==> src/rtl/bmx_defs.vh <==
`ifndef BMX_DEFS_VH
`define BMX_DEFS_VH
// Register byte addresses (full map address, low bits decoded)
`define BMX_STATIC_CTRL_ADDR 32'h40ce0000
`define BMX_SDRAM_CTRL_ADDR 32'h40ce0004
// Control register fields
`define BMX_KIND_BIT 0
`define BMX_PREF_BIT 1
`define BMX_CTRL_RESET 2'h0
// Bus encodings
`define BMX_SYS_BUS 1'b0
`define BMX_IMG_BUS 1'b1
`endif

==> src/rtl/bmx_arbitration_core.v <==
`timescale 1ns/1ps
`default_nettype none
// Notes on behaviour
// Two independent cores, one per memory port
// Both buses reach both cores
// Kind bit 0: fixed 0, rotating 1
// Fixed mode bit 1: system 0, image 1
// Lower register controls static/NAND port core
// Next word controls SDRAM port core
// Both control registers reset to zero
// Rotating mode alternates between contending buses
module bmx_arbitration_core
(
  input wire CLK,
  input wire SYS_RST,
  input wire PSEL,
  input wire PENABLE,
  input wire PWRITE,
  input wire [31:0] PADDR,
  input wire [31:0] PWDATA,
  output reg [31:0] PRDATA,
  output reg PREADY,
  output reg PSLVERR,
  input wire SYS_REQ_STATIC,
  input wire SYS_REQ_SDRAM,
  input wire IMG_REQ_STATIC,
  input wire IMG_REQ_SDRAM,
  input wire STATIC_DONE,
  input wire SDRAM_DONE,
  output reg SYS_GNT_STATIC,
  output reg IMG_GNT_STATIC,
  output reg SYS_GNT_SDRAM,
  output reg IMG_GNT_SDRAM
);
`include "bmx_defs.vh"
  reg [1:0] static_port_arbiter_control;
  reg [1:0] sdram_port_arbiter_control;
  wire st_sys, st_img, st_last, sd_sys, sd_img, sd_last;
  // Request and done inputs are same-clock logic, no synchroniser
  function hit;
    input [31:0] a;
    input [31:0] r;
    begin
      hit = (a[15:2] == r[15:2]);
    end
  endfunction
  wire setup = PSEL && !PENABLE;
  wire acc_wr = PSEL && PENABLE && PREADY && PWRITE;
  // One wait state: ready raised in access phase, dropped after
  always @(posedge CLK or posedge SYS_RST)
  begin
    if (SYS_RST)
      PREADY <= 1'b0;
    else
      PREADY <= PSEL && PENABLE && !PREADY;
  end
  // Register writes at the completing edge
  always @(posedge CLK or posedge SYS_RST)
  begin
    if (SYS_RST)
    begin
      static_port_arbiter_control <= `BMX_CTRL_RESET;
      sdram_port_arbiter_control <= `BMX_CTRL_RESET;
    end
    else if (acc_wr)
    begin
      if (hit(PADDR, `BMX_STATIC_CTRL_ADDR))
        static_port_arbiter_control <= PWDATA[1:0];
      else if (hit(PADDR, `BMX_SDRAM_CTRL_ADDR))
        sdram_port_arbiter_control <= PWDATA[1:0];
    end
  end
  // Read data and error prepared in setup, held through access
  always @(posedge CLK or posedge SYS_RST)
  begin
    if (SYS_RST)
    begin
      PRDATA <= 32'h00000000;
      PSLVERR <= 1'b0;
    end
    else if (setup)
    begin
      PSLVERR <= !(hit(PADDR, `BMX_STATIC_CTRL_ADDR) || hit(PADDR, `BMX_SDRAM_CTRL_ADDR));
      if (PWRITE)
        PRDATA <= 32'h00000000;
      else if (hit(PADDR, `BMX_STATIC_CTRL_ADDR))
        PRDATA <= {30'h0, static_port_arbiter_control};
      else if (hit(PADDR, `BMX_SDRAM_CTRL_ADDR))
        PRDATA <= {30'h0, sdram_port_arbiter_control};
      else
        PRDATA <= 32'h00000000;
    end
  end
  // Static/NAND port core; both buses wired in
  bmx_core u_static
  (
    .clk(CLK),
    .rst(SYS_RST),
    .rotate_mode(static_port_arbiter_control[`BMX_KIND_BIT]),
    .prefer_image(static_port_arbiter_control[`BMX_PREF_BIT]),
    .sys_req(SYS_REQ_STATIC),
    .img_req(IMG_REQ_STATIC),
    .port_done(STATIC_DONE),
    .sys_gnt(st_sys),
    .img_gnt(st_img),
    .last_bus(st_last)
  );
  // SDRAM port core, runs independently of the static core
  bmx_core u_sdram
  (
    .clk(CLK),
    .rst(SYS_RST),
    .rotate_mode(sdram_port_arbiter_control[`BMX_KIND_BIT]),
    .prefer_image(sdram_port_arbiter_control[`BMX_PREF_BIT]),
    .sys_req(SYS_REQ_SDRAM),
    .img_req(IMG_REQ_SDRAM),
    .port_done(SDRAM_DONE),
    .sys_gnt(sd_sys),
    .img_gnt(sd_img),
    .last_bus(sd_last)
  );
  // Grants leave through core flip-flops; mirror for output register rule
  always @*
  begin
    SYS_GNT_STATIC = st_sys;
    IMG_GNT_STATIC = st_img;
    SYS_GNT_SDRAM = sd_sys;
    IMG_GNT_SDRAM = sd_img;
  end
  wire unused_last = st_last ^ sd_last;
endmodule // bmx_arbitration_core
`default_nettype wire

==> src/rtl/bmx_core.v <==
`timescale 1ns/1ps
`default_nettype none
// One arbitration core for one memory port, shared by both buses
module bmx_core
(
  input wire clk,
  input wire rst,
  input wire rotate_mode,
  input wire prefer_image,
  input wire sys_req,
  input wire img_req,
  input wire port_done,
  output reg sys_gnt,
  output reg img_gnt,
  output reg last_bus
);
`include "bmx_defs.vh"
  reg pick_img;
  reg busy;
  // Winner when both request: fixed preference or alternation
  always @*
  begin
    if (sys_req && img_req)
      pick_img = rotate_mode ? (last_bus == `BMX_SYS_BUS) : prefer_image;
    else
      pick_img = img_req;
  end
  // Grant held until the port reports the transfer done
  always @(posedge clk or posedge rst)
  begin
    if (rst)
    begin
      sys_gnt <= 1'b0;
      img_gnt <= 1'b0;
      busy <= 1'b0;
      last_bus <= `BMX_SYS_BUS;
    end
    else if (busy)
    begin
      if (port_done)
      begin
        sys_gnt <= 1'b0;
        img_gnt <= 1'b0;
        busy <= 1'b0;
      end
    end
    else if (sys_req || img_req)
    begin
      sys_gnt <= ~pick_img;
      img_gnt <= pick_img;
      busy <= 1'b1;
      last_bus <= pick_img;
    end
  end
endmodule // bmx_core
`default_nettype wire

==> config.mk <==
export PLATFORM = sky130hd
export DESIGN_NAME = bmx_arbitration_core
export DESIGN_NICKNAME = d
export VERILOG_FILES = /design/src/rtl/bmx_arbitration_core.v /design/src/rtl/bmx_core.v
export VERILOG_INCLUDE_DIRS = /design/src /design/src/rtl
export SDC_FILE = /design/constraint.sdc
export NUM_CORES = 1
export LEC_CHECK = 0
export BUFFER_PORTS_ARGS = -buffer_cell sky130_fd_sc_hd__buf_4
export CAP_MARGIN = 25
export CORE_MARGIN = 4
export CORE_UTILIZATION = 31
export CTS_BUF_LIST = sky130_fd_sc_hd__clkbuf_8
export CTS_CLUSTER_DIAMETER = 30
export DETAILED_ROUTE_END_ITERATION = 7
export PLACE_DENSITY = 0.78
export SLEW_MARGIN = 20
export SYNTH_ARGS = -nofsm -noshare
export SYNTH_HDL_FRONTEND = slang
export SYNTH_SLANG_ARGS = --single-unit
export TNS_END_PERCENT = 1
==> constraint.sdc <==
create_clock -name CLK -period 1.4 [get_ports CLK]
set_clock_uncertainty 0.2 [all_clocks]
set_input_delay 0.07 -clock CLK [delete_from_list [all_inputs] [get_ports CLK]]
set_output_delay 0.07 -clock CLK [all_outputs]
set_load 0.02 [all_outputs]
---- Yosys cells after proc, flatten, opt, wreduce, memory -nomap -nowiden ----
Cells that the tools add are included.
operators by class
  equal/unequal tests ..................... 3
  bitwise logic cells ..................... 7
  multiplexer cells ....................... 23
  reduce and logical (&&, ||, !) cells .... 22
operators by type and width
  operator               number
  $mux W1                20
  $eq A14 B1 Y1 const B  1
  $logic_not A14 Y1      1
  $reduce_and A2 Y1      5
  $logic_and A1 B1 Y1    7
  $not A1 Y1             7
  $mux W2                3
  $ne A2 B2 Y1 const B   2
  $reduce_bool A2 Y1     2
  $logic_not A1 Y1       3
  $logic_or A1 B1 Y1     3
  $reduce_and A3 Y1      1
storage, ports and cells
  output and inout bits ................... 38
  input bits .............................. 75
  flip-flop bits (word level) ............. 46
  logic and storage cells ................. 68

---- Longest topological paths before layout ----
  word-level depth ........................ 6
  gate-level depth with buffers ........... 4
  gate-level depth less buffers ........... 4

---- Hierarchy ----
A second synthesis with hierarchy kept.
unflattened totals
  cells, all modules ...................... 104
  area, all modules ....................... 1024.7 sq um
by module, submodules not included
  module                area an instance (sq um)  seq. area each (sq um)  times used  cells an instance
  bmx_arbitration_core  604.3                     200.2                   1           66
  bmx_core              210.2                     100.1                   2           19

---- Worst setup path after synthesis ----
No wires, ideal clock.
  path type ............................... register to register
  start ................................... register PREADY
  end ..................................... register static_port_arbiter_control[0]
  stages on the path, launching flop included .. 4
  clock period less this slack ............ 1.515 ns
  path buffers ............................ 0
  path slack .............................. -0.115 ns
  data required time ...................... 1.072 ns
  data arrival time ....................... 1.187 ns
  library setup time ...................... 0.128 ns
  path through ............................ dfrtp_1 -> and3_1 -> and4b_1 -> mux2_1
on the way
  cells in the longest elaborated chain, start to end .. 3
ends and longest elaborated chain
  what                               line                       text
  start: declaration                 bmx_arbitration_core.v:22  output reg PREADY,
  start signal: assignment           bmx_arbitration_core.v:55  PREADY <= PSEL && PENABLE && !PREADY;
  $logic_and A1 B1 Y1 (2 in series)  bmx_arbitration_core.v:48  wire acc_wr = PSEL && PENABLE && PREADY && PWRITE;
  $reduce_and A2 Y1 (no line)        n/a
  end signal: assignment             bmx_arbitration_core.v:62  static_port_arbiter_control <= `BMX_CTRL_RESET;
  end signal: assignment             bmx_arbitration_core.v:68  static_port_arbiter_control <= PWDATA[1:0];
  end: declaration                   bmx_arbitration_core.v:36  reg [1:0] static_port_arbiter_control;
Every way passes these cells.
A chain may end at the register's enable or synchronous reset.

---- Final worst setup path ----
  start ................................... register PREADY
  end ..................................... register static_port_arbiter_control[1]
Same word-level chain as after synthesis.

==> results.tsv <==
stage	metric	value	unit
outcome	status	finished with violations	
outcome	failing checks	negative hold slack, negative setup slack	
floorplanning	Core Region	3030	µm²
yosys	cell area after synthesis	968	µm²
sta	Pins Over Slew Limit	0	
sta	hold_ws	-2.70	ps
sta	Post-Route Setup TNS	-0.0999	ps
power_and_ir_drop	Pwr Density	877	nW/µm²
sta	final setup vio count	1	
cts	CTS tree	built	
sta	min cycle time layout	1400	ps
sta	Final WS setup	-0.0999	ps
sta	RSZ-0062 raised after global routing	true	
yosys	yosys warns	0	
floorplanning	Die W	63.9	µm
hold_path	HP Class	in -> reg	
worst_setup_path	Arr. time, crit path	1330	ps
global_route	initial antenna violation count	0	
cells_and_area	nets@finish	233	
cts	clk sinks	16	
cts	# H-tree levels	1	
floorplanning	chip height	63.9	µm
global_route	total grt overflow	0	
power_and_ir_drop	Pwr Total	1220	µW
cts	number of CTS-inserted buffers	3	
cts	clk slew on worst S/H paths	60	ps
route	antenna viol nets, final	0	
place	IO Port Bufs	34	
global_route	largest net degree at the start of global routing	10	
sta	Hold Vio Cnt, Final	1	
cells_and_area	Area Overhead vs Synth	43.2	%
route	Post-route DRC	0	
cells_and_area	proportion of layout cells with a drive suffix above 1	31.8	%
yosys	Synth Register Bits	16	
global_route	GRT Total Usage	9.22	%
route	DR pass1 iterations	4	
power_and_ir_drop	Peak VDD IR	480	µV
yosys	post-synthesis sequential area ratio	41.3	%
place	DP Cell Count	183	
cts	Root Buffer	clkbuf_8	
worst_setup_path	critical path fanouts, max	2	
cells_and_area	commonest non-fill, non-tap cell in the layout	buf_4	
cells_and_area	leading cell types in the layout, fill and taps excluded	buf_4 (37), conb_1 (30), dfrtp_1 (15)	
power_and_ir_drop	leak pwr	0.000741	µW
yosys	synthesized instance count	104	
cells_and_area	Design Area, Final	1390	µm²
place	gpl congestion	0.716	
place	dpl hpwl	1.58	mm
worst_setup_path	CP Class	reg -> reg	
yosys	post-synth cell types	21	
global_route	first-pass GRT wire length	3.04	mm
floorplanning	# rows	20	
sta	fin crit share	100	%
sta	fmax	0.714	GHz
floorplanning	Initial Util	32.0	%
place	Cell Area, Placed	1180	µm²
worst_setup_path	crit start category	flip-flop	
cells_and_area	Cell Count, Final, Fillers Out	201	
floorplanning	io pins	113	
cts	insertion delay to the later sink of the worst-skew pair	240	ps
run	Max Cap Viol	0	
route	final wirelength	1.95	mm
route	DR vias/cell	3.87	
cts	worst-case clock buffer depth	2	
route	vias	777	
cells_and_area	# diodes	0	
global_route	number of global-route vias before repair	740	
worst_setup_path	CP Data Required Time	1330	ps
worst_setup_path	Crit. End Element	flip-flop	
route	Starting DRT DRC Count	12	
route	wire per inst	9.69	µm
floorplanning	total die area	4080	µm²
yosys	Syn Area/Cell	9.31	µm²
area by class of cell:
class | count | area [µm²]
clock buffer | 4 | 55.1
timing repair buffer | 50 | 408
tap | 44 | 55.1
multi-input combinational | 83 | 452
inverter | 4 | 15.0
sequential | 16 | 402
fill | 297 | 1640
worst max-delay path: stages (launching register included):
cell and delay [ps]:
dfrtp_2 350, and3_4 180, and4b_2 260, mux2_4 300
layer usage:
layer	share of wire, %	track usage, %	routed length (µm)
met2	53	16.3	1030
met3	6.5	1.93	126
met5	0	0	0
met4	0.82	3.23	16
met1	40	11.0	780
through the flow:
step	hold WS, ps	setup WS (ps)	util, %
after floorplan	-216	-48.4	-
after global placement	-138	-205	39.1
after detailed placement	-133	-230	39.1
after CTS	-139	-4.08	44.9
after global routing	26.5	-23.1	45.8
final	-2.70	-0.0999	45.8
synthesized netlist by cell type:
library cell  count  area (µm²)
a32o_1            1        10.0
mux2_4            2        30.0
conb_1            1        3.75
a21oi_1           5        25.0
o21ai_0          10        50.1
a21o_1            2        15.0
dfrtp_1          16         400
and4_1            1        8.76
nor2_1            9        33.8
nand2_1           6        22.5
nor4_1            2        12.5
and4b_1           1        10.0
inv_1             4        15.0
and3_1            1        6.26
mux2i_1           2        20.0
mux2_1            2        22.5
or3_1             1        6.26
nand2b_1          3        18.8
nand4_2           1        12.5
nor3_1            4        20.0
buf_4            30         225
registers in the layout, indices dropped and copies added, names as in the netlist:
name,cells
PRDATA,2
u_sdram.img_gnt,1
static_port_arbiter_control,2
PREADY,1
u_static.img_gnt,1
u_sdram.last_bus,1
PSLVERR,1
u_static.busy,1
u_sdram.sys_gnt,1
u_sdram.busy,1
u_static.sys_gnt,1
sdram_port_arbiter_control,2
u_static.last_bus,1
cells by family after synthesis:
| family | share of synthesized area (%) |
|---|---|
| compound gates | 10.3 |
| buf+inv | 24.8 |
| flops | 41.3 |
| mux | 7.49 |
| other cells | 0.387 |
| simple gates | 15.6 |
path summary, 6_finish.rpt:
check	depth (start not counted)	endpoint	slack, ps	from
max in group asynchronous	4	u_sdram.last_bus$_DFFE_PP0P_	430	SYS_RST
worst max register to register	3	static_port_arbiter_control[1]$_DFFE_PP0P_	-0.1	PREADY$_DFF_PP0_
min in group asynchronous	3	static_port_arbiter_control[0]$_DFFE_PP0P_	140	SYS_RST
worst min register to register	1	u_static.img_gnt$_DFFE_PP0P_	280	u_static.img_gnt$_DFFE_PP0P_
worst max-delay path	3	static_port_arbiter_control[1]$_DFFE_PP0P_	-0.1	PREADY$_DFF_PP0_
worst min-delay path	3	u_sdram.sys_gnt$_DFFE_PP0P_	-3	IMG_REQ_SDRAM
power breakdown:
group / total [µW] / switching (µW) / internal, µW / leakage, µW
clock: 396 / 147 / 249 / 0.0000288
sequential: 523 / 24.0 / 499 / 0.000206
combinational: 297 / 167 / 129 / 0.000506
total: 1220 / 339 / 877 / 0.000741
timing repair:
item / 4_1_cts / 5_1_grt
endpoints found under the setup margin: 1 / 2
buffers inserted: 0 / 1
hold buffers: 12 / 1
gates resized for setup: 0 / 4
endpoints found under the hold margin: 30 / 1
Power figures use the tool's default switching activity.
